File: src/inc/ipa_pkg.sv
// constants, types and helpers for the pointer pair two indirect access block
// Notes on behaviour
// plain access uses pointer, pointer unchanged
// post-increment: access at pointer, then add one
// post-decrement: access at pointer, then subtract one
// pre-increment: add one, then access there
// offset access: pointer plus working register
// high register: four bits, reset zero
// low register: eight bits, reset unknown
// indirect read of virtual register returns zero
// indirect write to virtual register does nothing
// self write stores value, no pointer step
// pointer bytes reachable by direct access
// indirect access reaches other registers normally
// twelve-bit pointer, carry across both bytes
// one pointer update per access, same cycle
package ipa_pkg;
	localparam int ADDR_W = 12;
	localparam int DATA_W = 8;
	localparam int HIGH_W = 4;
	localparam int APB_AW = 12;

	typedef enum logic [2:0] {
		PTR2_PLAIN_ACCESS = 3'b000,
		PTR2_ACCESS_THEN_INC = 3'b001,
		PTR2_ACCESS_THEN_DEC = 3'b010,
		PTR2_INC_THEN_ACCESS = 3'b011,
		PTR2_OFFSET_BY_ACCUM = 3'b100
	} ipa_sel_t;

	// data-space addresses; each virtual block spans top-4 .. top
	localparam logic [ADDR_W-1:0] PTR0_VIRT_TOP = 12'hFEF;
	localparam logic [ADDR_W-1:0] PTR1_VIRT_TOP = 12'hFE7;
	localparam logic [ADDR_W-1:0] PTR2_VIRT_TOP = 12'hFDF;
	localparam logic [ADDR_W-1:0] VIRT_SPAN = 12'h004;
	localparam logic [ADDR_W-1:0] PTR2_HIGH_SFR = 12'hFDA;
	localparam logic [ADDR_W-1:0] PTR2_LOW_SFR = 12'hFD9;

	// register bus byte offsets
	localparam logic [APB_AW-1:0] APB_HIGH_OFS = 12'h000;
	localparam logic [APB_AW-1:0] APB_LOW_OFS = 12'h004;

	localparam logic [ADDR_W-1:0] PTR_RESET = 12'h000;
	localparam logic [ADDR_W-1:0] PTR_STEP = 12'h001;

	function automatic logic inVirt(input logic [ADDR_W-1:0] a,
		input logic [ADDR_W-1:0] top);
		return (a <= top) && (a >= top - VIRT_SPAN);
	endfunction

	function automatic logic isAnyVirt(input logic [ADDR_W-1:0] a);
		return inVirt(a, PTR0_VIRT_TOP) | inVirt(a, PTR1_VIRT_TOP) |
			inVirt(a, PTR2_VIRT_TOP);
	endfunction

	function automatic logic [DATA_W-1:0] highByte(
		input logic [ADDR_W-1:0] p);
		return {4'h0, p[ADDR_W-1:DATA_W]};
	endfunction
endpackage

File: src/verilog/ipa_indirect_ptr2.sv
// pointer pair two with its five virtual access registers
`timescale 1ns/10ps
module ipa_indirect_ptr2 import ipa_pkg::*; (
	// clock and reset
	input wire logic core_clk,
	input wire logic rst_b,
	// apb
	input wire logic psel,
	input wire logic penable,
	input wire logic pwrite,
	input wire logic [APB_AW-1:0] paddr,
	input wire logic [31:0] pwdata,
	output logic [31:0] prdata,
	output logic pready,
	output logic pslverr,
	// core indirect request
	input wire logic idxValid,
	input wire logic idxWrite,
	input wire ipa_sel_t idxSel,
	input wire logic [DATA_W-1:0] idxWreg,
	input wire logic [DATA_W-1:0] idxWdata,
	output logic idxDone,
	output logic [DATA_W-1:0] idxRdata,
	// core direct access to the pointer bytes
	input wire logic dirValid,
	input wire logic dirWrite,
	input wire logic [ADDR_W-1:0] dirAddr,
	input wire logic [DATA_W-1:0] dirWdata,
	output logic dirHit,
	output logic [DATA_W-1:0] dirRdata,
	// data memory
	output logic memReq,
	output logic memWe,
	output logic [ADDR_W-1:0] memAddr,
	output logic [DATA_W-1:0] memWdata,
	input wire logic [DATA_W-1:0] memRdata
);
	logic [ADDR_W-1:0] ptr_q, ptr_d;
	logic [ADDR_W-1:0] effAddr, nextPtr;
	logic wrHigh, wrLow;
	logic [DATA_W-1:0] apbData;
	logic tgtVirt, tgtHigh, tgtLow, tgtSelf;

	logic memReq_q, memReq_d, memWe_q, memWe_d;
	logic [ADDR_W-1:0] memAddr_q, memAddr_d;
	logic [DATA_W-1:0] memWdata_q, memWdata_d;
	logic s1Valid_q, s1Valid_d, s1Zero_q, s1Zero_d, s1Self_q, s1Self_d;
	logic [DATA_W-1:0] s1Data_q, s1Data_d;
	logic done_q, done_d;
	logic [DATA_W-1:0] rdata_q, rdata_d;
	logic dirHit_q, dirHit_d;
	logic [DATA_W-1:0] dirRdata_q, dirRdata_d;

	ipa_addr_gen u_gen (
		.ptr(ptr_q),
		.sel(idxSel),
		.wreg(idxWreg),
		.effAddr(effAddr),
		.nextPtr(nextPtr)
	);

	ipa_apb_slave u_apb (
		.core_clk(core_clk),
		.rst_b(rst_b),
		.psel(psel),
		.penable(penable),
		.pwrite(pwrite),
		.paddr(paddr),
		.pwdata(pwdata),
		.prdata(prdata),
		.pready(pready),
		.pslverr(pslverr),
		.highVal(highByte(ptr_q)),
		.lowVal(ptr_q[DATA_W-1:0]),
		.wrHigh(wrHigh),
		.wrLow(wrLow),
		.wrData(apbData)
	);

	assign tgtVirt = isAnyVirt(effAddr);
	assign tgtHigh = (effAddr == PTR2_HIGH_SFR);
	assign tgtLow = (effAddr == PTR2_LOW_SFR);
	assign tgtSelf = tgtHigh | tgtLow;

	// pointer: bus first, then direct, then indirect; the core wins a tie
	always_comb begin
		ptr_d = ptr_q;
		if (wrHigh) begin
			ptr_d[ADDR_W-1:DATA_W] = apbData[HIGH_W-1:0];
		end
		if (wrLow) begin
			ptr_d[DATA_W-1:0] = apbData;
		end
		if (dirValid & dirWrite & (dirAddr == PTR2_HIGH_SFR)) begin
			ptr_d[ADDR_W-1:DATA_W] = dirWdata[HIGH_W-1:0];
		end else if (dirValid & dirWrite & (dirAddr == PTR2_LOW_SFR)) begin
			ptr_d[DATA_W-1:0] = dirWdata;
		end
		if (idxValid) begin
			if (idxWrite & tgtHigh) begin
				ptr_d = {idxWdata[HIGH_W-1:0], ptr_q[DATA_W-1:0]};
			end else if (idxWrite & tgtLow) begin
				ptr_d = {ptr_q[ADDR_W-1:DATA_W], idxWdata};
			// non-stepping access must not undo a bus or direct write
			end else if (nextPtr != ptr_q) begin
				ptr_d = nextPtr;
			end
		end
	end

	// request stage: virtual targets never reach memory
	always_comb begin
		s1Valid_d = idxValid;
		s1Zero_d = idxValid & tgtVirt;
		s1Self_d = idxValid & tgtSelf;
		s1Data_d = tgtHigh ? highByte(ptr_q) : ptr_q[DATA_W-1:0];
		memReq_d = idxValid & ~tgtVirt & ~tgtSelf;
		memWe_d = idxValid & idxWrite & ~tgtVirt & ~tgtSelf;
		memAddr_d = memReq_d ? effAddr : memAddr_q;
		memWdata_d = memReq_d ? idxWdata : memWdata_q;
	end

	// answer stage: memory data is read in the cycle memReq is high
	always_comb begin
		done_d = s1Valid_q;
		rdata_d = rdata_q;
		if (s1Valid_q) begin
			if (s1Zero_q) begin
				rdata_d = 8'h00;
			end else if (s1Self_q) begin
				rdata_d = s1Data_q;
			end else begin
				rdata_d = memRdata;
			end
		end
	end

	always_comb begin
		dirHit_d = dirValid & ((dirAddr == PTR2_HIGH_SFR) |
			(dirAddr == PTR2_LOW_SFR));
		dirRdata_d = dirRdata_q;
		if (dirValid & (dirAddr == PTR2_HIGH_SFR)) begin
			dirRdata_d = highByte(ptr_q);
		end else if (dirValid & (dirAddr == PTR2_LOW_SFR)) begin
			dirRdata_d = ptr_q[DATA_W-1:0];
		end
	end

	// low byte resets to a known value although software may not rely on it
	always_ff @(posedge core_clk or negedge rst_b) begin
		if (!rst_b) begin
			ptr_q <= PTR_RESET;
			memReq_q <= 1'b0;
			memWe_q <= 1'b0;
			memAddr_q <= PTR_RESET;
			memWdata_q <= 8'h00;
			s1Valid_q <= 1'b0;
			s1Zero_q <= 1'b0;
			s1Self_q <= 1'b0;
			s1Data_q <= 8'h00;
			done_q <= 1'b0;
			rdata_q <= 8'h00;
			dirHit_q <= 1'b0;
			dirRdata_q <= 8'h00;
		end else begin
			ptr_q <= ptr_d;
			memReq_q <= memReq_d;
			memWe_q <= memWe_d;
			memAddr_q <= memAddr_d;
			memWdata_q <= memWdata_d;
			s1Valid_q <= s1Valid_d;
			s1Zero_q <= s1Zero_d;
			s1Self_q <= s1Self_d;
			s1Data_q <= s1Data_d;
			done_q <= done_d;
			rdata_q <= rdata_d;
			dirHit_q <= dirHit_d;
			dirRdata_q <= dirRdata_d;
		end
	end

	assign memReq = memReq_q;
	assign memWe = memWe_q;
	assign memAddr = memAddr_q;
	assign memWdata = memWdata_q;
	assign idxDone = done_q;
	assign idxRdata = rdata_q;
	assign dirHit = dirHit_q;
	assign dirRdata = dirRdata_q;

	logic quiet;
	assign quiet = ~wrHigh & ~wrLow & ~dirValid;
endmodule

File: src/verilog/ipa_addr_gen.sv
// effective address and next pointer value for pointer pair two
`timescale 1ns/10ps
module ipa_addr_gen import ipa_pkg::*; (
	// current state
	input wire logic [ADDR_W-1:0] ptr,
	input wire ipa_sel_t sel,
	input wire logic [DATA_W-1:0] wreg,
	// results
	output logic [ADDR_W-1:0] effAddr,
	output logic [ADDR_W-1:0] nextPtr
);
	logic [ADDR_W-1:0] offset;

	// working register taken as a signed offset, so stacks can reach back
	assign offset = {{(ADDR_W-DATA_W){wreg[DATA_W-1]}}, wreg};

	always_comb begin
		effAddr = ptr;
		nextPtr = ptr;
		case (sel)
			PTR2_PLAIN_ACCESS: begin
				effAddr = ptr;
			end
			PTR2_ACCESS_THEN_INC: begin
				nextPtr = ptr + PTR_STEP;
			end
			PTR2_ACCESS_THEN_DEC: begin
				nextPtr = ptr - PTR_STEP;
			end
			PTR2_INC_THEN_ACCESS: begin
				nextPtr = ptr + PTR_STEP;
				effAddr = ptr + PTR_STEP;
			end
			PTR2_OFFSET_BY_ACCUM: begin
				effAddr = ptr + offset;
			end
			default: begin
				effAddr = ptr;
			end
		endcase
	end
endmodule

File: src/verilog/ipa_apb_slave.sv
// register bus slave for the two pointer bytes
`timescale 1ns/10ps
module ipa_apb_slave import ipa_pkg::*; (
	// clock and reset
	input wire logic core_clk,
	input wire logic rst_b,
	// apb
	input wire logic psel,
	input wire logic penable,
	input wire logic pwrite,
	input wire logic [APB_AW-1:0] paddr,
	input wire logic [31:0] pwdata,
	output logic [31:0] prdata,
	output logic pready,
	output logic pslverr,
	// register side
	input wire logic [DATA_W-1:0] highVal,
	input wire logic [DATA_W-1:0] lowVal,
	output logic wrHigh,
	output logic wrLow,
	output logic [DATA_W-1:0] wrData
);
	logic ready_q, ready_d;
	logic err_q, err_d;
	logic [31:0] rdata_q, rdata_d;
	logic hitHigh, hitLow, commit;

	always_comb begin
		hitHigh = 1'b0;
		hitLow = 1'b0;
		if (paddr == APB_HIGH_OFS) begin
			hitHigh = 1'b1;
		end else if (paddr == APB_LOW_OFS) begin
			hitLow = 1'b1;
		end
	end

	// one wait state: pready rises in the second access cycle
	assign commit = psel & penable & ready_q;
	assign wrHigh = commit & pwrite & hitHigh & ~err_q;
	assign wrLow = commit & pwrite & hitLow & ~err_q;
	assign wrData = pwdata[DATA_W-1:0];

	always_comb begin
		ready_d = 1'b0;
		err_d = 1'b0;
		rdata_d = 32'h0000_0000;
		if (psel & penable & ~ready_q) begin
			ready_d = 1'b1;
			err_d = ~(hitHigh | hitLow);
			if (~pwrite & hitHigh) begin
				rdata_d = {24'h00_0000, highVal};
			end else if (~pwrite & hitLow) begin
				rdata_d = {24'h00_0000, lowVal};
			end
		end
	end

	always_ff @(posedge core_clk or negedge rst_b) begin
		if (!rst_b) begin
			ready_q <= 1'b0;
			err_q <= 1'b0;
			rdata_q <= 32'h0000_0000;
		end else begin
			ready_q <= ready_d;
			err_q <= err_d;
			rdata_q <= rdata_d;
		end
	end

	assign pready = ready_q;
	assign pslverr = err_q;
	assign prdata = rdata_q;
endmodule

File: config.mk
export PLATFORM = sky130hd
export DESIGN_NAME = ipa_indirect_ptr2
export DESIGN_NICKNAME = d
export VERILOG_FILES = /design/src/inc/ipa_pkg.sv /design/src/verilog/ipa_indirect_ptr2.sv /design/src/verilog/ipa_addr_gen.sv /design/src/verilog/ipa_apb_slave.sv
export SDC_FILE = /design/constraint.sdc
export NUM_CORES = 1
export LEC_CHECK = 0
export BUFFER_PORTS_ARGS = -buffer_cell sky130_fd_sc_hd__buf_2
export CORE_MARGIN = 2
export CORE_UTILIZATION = 28
export DETAILED_ROUTE_END_ITERATION = 16
export SLEW_MARGIN = 20
export SYNTH_ARGS = -nofsm -noshare
export SYNTH_HDL_FRONTEND = slang
export SYNTH_SLANG_ARGS = --single-unit
File: constraint.sdc
create_clock -name core_clk -period 10.1 [get_ports core_clk]
set_input_delay 2.02 -clock core_clk [delete_from_list [all_inputs] [get_ports core_clk]]
set_output_delay 2.02 -clock core_clk [all_outputs]
set_load 0.02 [all_outputs]
Yosys cells after proc, flatten, opt, wreduce, memory -nomap -nowiden
Index checks and enable logic that the tools add are counted.
Widths: inputs -> output; s select.
{"block": "classes", "n_addsub": 3, "multipliers": 0, "div": 0, "n_lt_le_gt_ge": 6, "eq_ne": 12, "shifts": 0, "mux": 24, "bitwise_logic": 36, "reduce_logical": 6}
{"cell": "$mux 8", "count": 9}
{"cell": "$mux 32", "count": 2}
{"cell": "$eq 12x12->1 const B", "count": 4}
{"cell": "$mux 12", "count": 4}
{"cell": "$pmux 12 s2", "count": 2}
{"cell": "$ge 12x12->1 const B", "count": 3}
{"cell": "$le 12x12->1 const B", "count": 3}
{"cell": "$and 1x1->1", "count": 25}
{"cell": "$add 12x1->12 const B", "count": 1}
{"cell": "$add 12x12->12", "count": 1}
{"cell": "$eq 12x3->1 const B", "count": 1}
{"cell": "$logic_not 12->1", "count": 1}
{"cell": "$ne 12x12->1", "count": 1}
{"cell": "$sub 12x1->12 const B", "count": 1}
{"cell": "$mux 4", "count": 2}
{"cell": "$eq 3x2->1 const B", "count": 2}
{"cell": "$not 1->1", "count": 6}
{"cell": "$mux 1", "count": 5}
{"cell": "$or 1x1->1", "count": 5}
{"cell": "$eq 3x1->1 const B", "count": 1}
{"cell": "$eq 3x3->1 const B", "count": 1}
{"cell": "$logic_and 1x1->1", "count": 3}
{"cell": "$ne 3x3->1 const B", "count": 1}
{"cell": "$ne 2x2->1 const B", "count": 1}
{"cell": "other kinds (2)", "count": 2}
{"block": "word_totals", "reg_bits": 97, "latchBits": 0, "ramBits": 0, "romBits": 0, "in_bits": 100, "out_inout_bits": 74, "elab_cells": 104, "memories": 0}

Longest topological paths before layout
{"block": "logic_depth", "word_depth": 12, "depth_mapped": 13, "ltp_nobuf": 11}

By module
Synthesis repeated with hierarchy kept, for this count alone.
{"block": "unflattened", "cells_unflattened": 542, "area_unflattened_um2": 5263.8}
{"module": "ipa_indirect_ptr2", "instances": 1, "cells_each": 268, "area_each_um2": 3265.6, "seq_area_each_um2": 1576.5}
{"module": "ipa_addr_gen", "instances": 1, "cells_each": 200, "area_each_um2": 1275.0, "seq_area_each_um2": 0.0}
{"module": "ipa_apb_slave", "instances": 1, "cells_each": 74, "area_each_um2": 723.2, "seq_area_each_um2": 250.2}

Least setup slack after synthesis
Ideal clock, no wire load.
{"block": "synth_path", "kind": "input to register", "from": "input idxWreg[0]", "to": "register ptr_q[8]", "setup_ns": 0.127, "arrival_ns": 4.874, "required_ns": 9.973, "setup_slack_ns": 5.099, "path_stages": 13, "n_path_buf": 2, "path_cell_list": "ha_1 -> fa_1 -> a21o_1 -> a221oi_1 -> o21ai_0 -> xnor2_1 -> mux2i_1 -> nand3_1 -> or4_1 -> buf_2 -> buf_2 -> a32oi_1 -> nand3_1"}
{"block": "synth_via", "elab_chain_len": 6, "elab_cells_between_ends": 9, "classes_between": "1 x add/sub; 3 x eq/ne; 3 x mux; 2 x bitwise"}
{"element": "from (decl)", "line": "ipa_indirect_ptr2.sv:20", "rtl": "input wire logic [DATA_W-1:0] idxWreg,"}
{"element": "$add 12x12->12 (*)", "line": "ipa_addr_gen.sv:35", "rtl": "effAddr = ptr + offset;"}
{"element": "$pmux 12 s2 (*)", "line": "ipa_addr_gen.sv:20", "rtl": "case (sel)"}
{"element": "$eq 12x12->1", "line": "ipa_indirect_ptr2.sv:81", "rtl": "assign tgtHigh = (effAddr == PTR2_HIGH_SFR);"}
{"element": "$and 1x1->1", "line": "ipa_indirect_ptr2.sv:100", "rtl": "if (idxWrite & tgtHigh) begin"}
{"element": "$mux 12", "line": "ipa_indirect_ptr2.sv:100"}
{"element": "$mux 12", "line": "ipa_indirect_ptr2.sv:99", "rtl": "if (idxValid) begin"}
{"element": "to (signal assigned)", "line": "ipa_indirect_ptr2.sv:166", "rtl": "ptr_q <= ptr_d;"}
{"element": "to (decl)", "line": "ipa_indirect_ptr2.sv:38", "rtl": "logic [ADDR_W-1:0] ptr_q, ptr_d;"}
Mark *: on every way between the ends. The rest lies on a longest branch, timed or not. The select of a mux whose other input is x is not followed.
A chain may end at the register's enable or synchronous reset.

Worst setup path in the final report
{"block": "layout_path", "from": "input idxWreg[0]", "to": "register ptr_q[4]"}
{"block": "layout_via", "elab_chain_len": 7, "elab_cells_between_ends": 10, "classes_between": "1 x add/sub; 3 x eq/ne; 4 x mux; 2 x bitwise"}
{"element": "$add 12x12->12 (*)", "line": "ipa_addr_gen.sv:35"}
{"element": "$pmux 12 s2 (*)", "line": "ipa_addr_gen.sv:20"}
{"element": "$eq 12x12->1", "line": "ipa_indirect_ptr2.sv:82", "rtl": "assign tgtLow = (effAddr == PTR2_LOW_SFR);"}
{"element": "$and 1x1->1", "line": "ipa_indirect_ptr2.sv:102", "rtl": "end else if (idxWrite & tgtLow) begin"}
{"element": "$mux 12", "line": "ipa_indirect_ptr2.sv:102"}
{"element": "$mux 12", "line": "ipa_indirect_ptr2.sv:100"}
{"element": "$mux 12", "line": "ipa_indirect_ptr2.sv:99"}
Marks and branches as above.

==> flow_metrics.env <==
export IMPL_status="finished, final reports clean"
export IMPL_cts_root_buf="clkbuf_16"
export IMPL_drt_iter0_drc=342
export IMPL_worst_slack_ns=4.51
export IMPL_synth_flop_cell="dfrtp_1"
export IMPL_routed_via_density=5.14
export IMPL_ios=174
export IMPL_synth_async_sr_flop_share=1.00
export IMPL_yosysUniqueCellTypes=65
export IMPL_cts_tree="yes"
export IMPL_clock_sinks=73
export IMPL_min_path_type="flop to flop"
export IMPL_post_cts_setup_buffer_count=0
export IMPL_synth_cells=568
export IMPL_cts_path_max_buffers=2
export IMPL_numCtsBuffers=9
export IMPL_syn_area_sq_mm=0.00516
export IMPL_core_area_sq_mm=0.0180
export IMPL_die_y_um=140
export IMPL_cp_end_kind="flop"
export IMPL_finalCritPeriodShare=0.554
export IMPL_drc=0
export IMPL_diodes=0
export IMPL_fmax_mhz=179
export IMPL_ant_nets=0
export IMPL_crit_path_max_fanout=17
export IMPL_avgSynthCellArea_sq_um=9.09
export IMPL_syn_to_final_growth_pct=19.3
export IMPL_worst_setup_path_start_kind="primary input"
export IMPL_regToRegSetupSlack_ns=5.59
export IMPL_ctsHoldBuffers=0
export IMPL_first_global_vias=4268
export IMPL_overflow=0
export IMPL_htreeDepth=3
export IMPL_dieArea_sq_mm=0.0195
export IMPL_num_rows=49
export IMPL_post_dp_hpwl_um=11400
export IMPL_wl_per_cell_um=17.3
export IMPL_vias=4610
export IMPL_ys_seq_elements=73
export IMPL_gp_congestion=0.854
export IMPL_vdd_ir_drop_worst_v=0.0000792
export IMPL_cts_resized=0
export IMPL_clk_pin_slew_ns=0.06
export IMPL_grt_max_degree=74
export IMPL_slew_headroom=0.355
export IMPL_grt_first_pass_wirelength_um=24400
export IMPL_cap_violations=0
export IMPL_drive_gt1_frac=0.281
export IMPL_grtUsageTotal=0.157
export IMPL_insertion_delay_ns=0.34
export IMPL_yosysSeqAreaShare=0.354
export IMPL_routed_wirelength_um=15500
export IMPL_finalSetupViolations=0
export IMPL_critPathKind="primary input to flop"
export IMPL_worstPathArrival_ns=5.79
export IMPL_clock_skew_ns=0.00620
export IMPL_start_util=0.286
export IMPL_min_period_ns=5.59
export IMPL_tns_ns=0
export IMPL_antenna_found_initial=0
export IMPL_n_fill_cell=1913
export IMPL_p_leak_nw=2.95
export IMPL_nets=777
export IMPL_powerDensity_mw_per_mm2=215
export IMPL_die_x_um=140
export IMPL_rsz0062_at_grt="no"
export IMPL_tightest_slew_ns=0.968
export IMPL_hold_violations=0
export IMPL_portBuffers=125
export IMPL_slew_violations=0
export IMPL_place_ws_ns=4.14
export IMPL_dr_pass1_iters=5
export IMPL_cp_data_required_time_ns=10.30
export IMPL_synth_edff_count=0
export IMPL_yosys_warnings=0
[power by group]
group          internal (W)  switching, W
Sequential         0.000351      0.000118
Combinational      0.000224      0.000297
Clock              0.000196      0.000140
Total              0.000771      0.000555
[flip-flops by register name, summed over array words and instances (netlist names)]
name,cells
u_apb.prdata,8
memWdata,8
done_d,1
dirHit,1
u_apb.pslverr,1
s1Data_q,8
ptr_q,12
memReq,1
idxDone,1
memAddr,12
memWe,1
s1Self_q,1
s1Zero_q,1
idxRdata,8
dirRdata,8
u_apb.pready,1
[final cells by class]
type / count / area, sq um / share of cell area
Clock buffer: 9 / 225 / 0.0366
Clock inverter: 7 / 83.8 / 0.0136
Inverter: 17 / 63.8 / 0.0104
Multi-Input combinational cell: 434 / 3020 / 0.491
Sequential cell: 73 / 1830 / 0.297
Tap cell: 229 / 287 / 0.0465
Timing Repair Buffer: 128 / 651 / 0.106
[synth_stat cells, types with 3 or more instances]
| cell | number | area (sq um) |
|---|---|---|
| nand2_1 | 47 | 176 |
| nor4_1 | 8 | 50.1 |
| xor2_1 | 4 | 35.0 |
| nand2b_1 | 6 | 37.5 |
| o221a_2 | 7 | 78.8 |
| nor2_1 | 32 | 120 |
| a22oi_1 | 5 | 37.5 |
| mux2i_1 | 44 | 440 |
| a221oi_1 | 9 | 78.8 |
| buf_4 | 24 | 180 |
| nand3_1 | 13 | 65.1 |
| dfrtp_1 | 73 | 1830 |
| and2_1 | 13 | 81.3 |
| a21oi_1 | 23 | 115 |
| and4_1 | 3 | 26.3 |
| o22ai_1 | 17 | 106 |
| or4_1 | 7 | 52.6 |
| nor3_1 | 10 | 50.1 |
| xnor2_1 | 4 | 35.0 |
| o21ai_0 | 35 | 175 |
| and3_1 | 9 | 56.3 |
| clkbuf_1 | 28 | 105 |
| o21a_1 | 3 | 22.5 |
| inv_1 | 17 | 63.8 |
| buf_1 | 3 | 11.3 |
| o22a_1 | 9 | 78.8 |
| or2_2 | 3 | 18.8 |
| nand4_1 | 9 | 56.3 |
| ha_1 | 13 | 163 |
| buf_2 | 10 | 50.1 |
| nor3b_1 | 6 | 45.0 |
| a31oi_1 | 5 | 31.3 |
| mux2_2 | 23 | 259 |
| a21o_1 | 7 | 52.6 |
[routing by layer]
layer,global-route usage,wire (um),vias up
li1,-,-,2241
met3,0.0213,698,16
met5,0,0,-
met1,0.222,7230,2182
met2,0.246,7290,171
met4,0.0537,325,0
[cell families after synthesis]
kind of cell             after synthesis  share of synthesized area
AO/OA/AOI/OAI                        140                      0.186
flip-flops                            73                      0.354
adder cells (fa/ha/maj)               14                     0.0354
XOR/XNOR                               8                     0.0136
AND/OR/NAND/NOR                      180                      0.188
buffers and inverters                 84                     0.0839
other                                  1                   0.000727
multiplexers                          68                      0.138
[final timing paths]
kind,start,end,depth (start not counted)
worst max-delay path,idxWreg[0],ptr_q[4],12
worst min-delay path,u_apb.pready,u_apb.pready,1
worst max register to register,ptr_q[0],ptr_q[4],11
worst min register to register,u_apb.pready,u_apb.pready,1
max in group asynchronous,rst_b,memWdata[4],1
min in group asynchronous,rst_b,dirHit,1
[layout by cell type, fill, tap and decap left out, drive strengths merged, types with 17 or more instances in the layout]
master	instances
buf	128
dfrtp	73
nand2	48
mux2i	44
o21ai	36
nor2	32
conb	24
mux2	24
a21oi	23
inv	21
o22ai	17
[per-stage QoR]
| stage | power, W | utilization | hold WS, ns | instance area (sq um) | instances |
|---|---|---|---|---|---|
| floorplan | 0.000824 | - | 0.352 | 5250 | 591 |
| global placement | 0.000987 | 0.324 | 0.461 | 5840 | 881 |
| detailed placement | 0.000991 | 0.324 | 0.474 | 5850 | 881 |
| CTS | 0.00134 | 0.342 | 0.482 | 6160 | 897 |
| global route | 0.00142 | 0.342 | 0.513 | 6160 | 897 |
| finish | 0.00133 | 0.342 | 0.482 | 6160 | 897 |
[worst max-delay path, cell delays in order]
cell and delay [ns]:
buf_2 0.11, ha_1 0.21, fa_1 0.43, a21o_1 0.20, a221oi_1 0.44, o21bai_1 0.16, xnor2_1 0.16, o21ai_0 0.31
nand3_1 0.29, or4_1 0.89, nand2_1 0.41, o21ai_0 0.15
(Power assumes the default switching activity.)
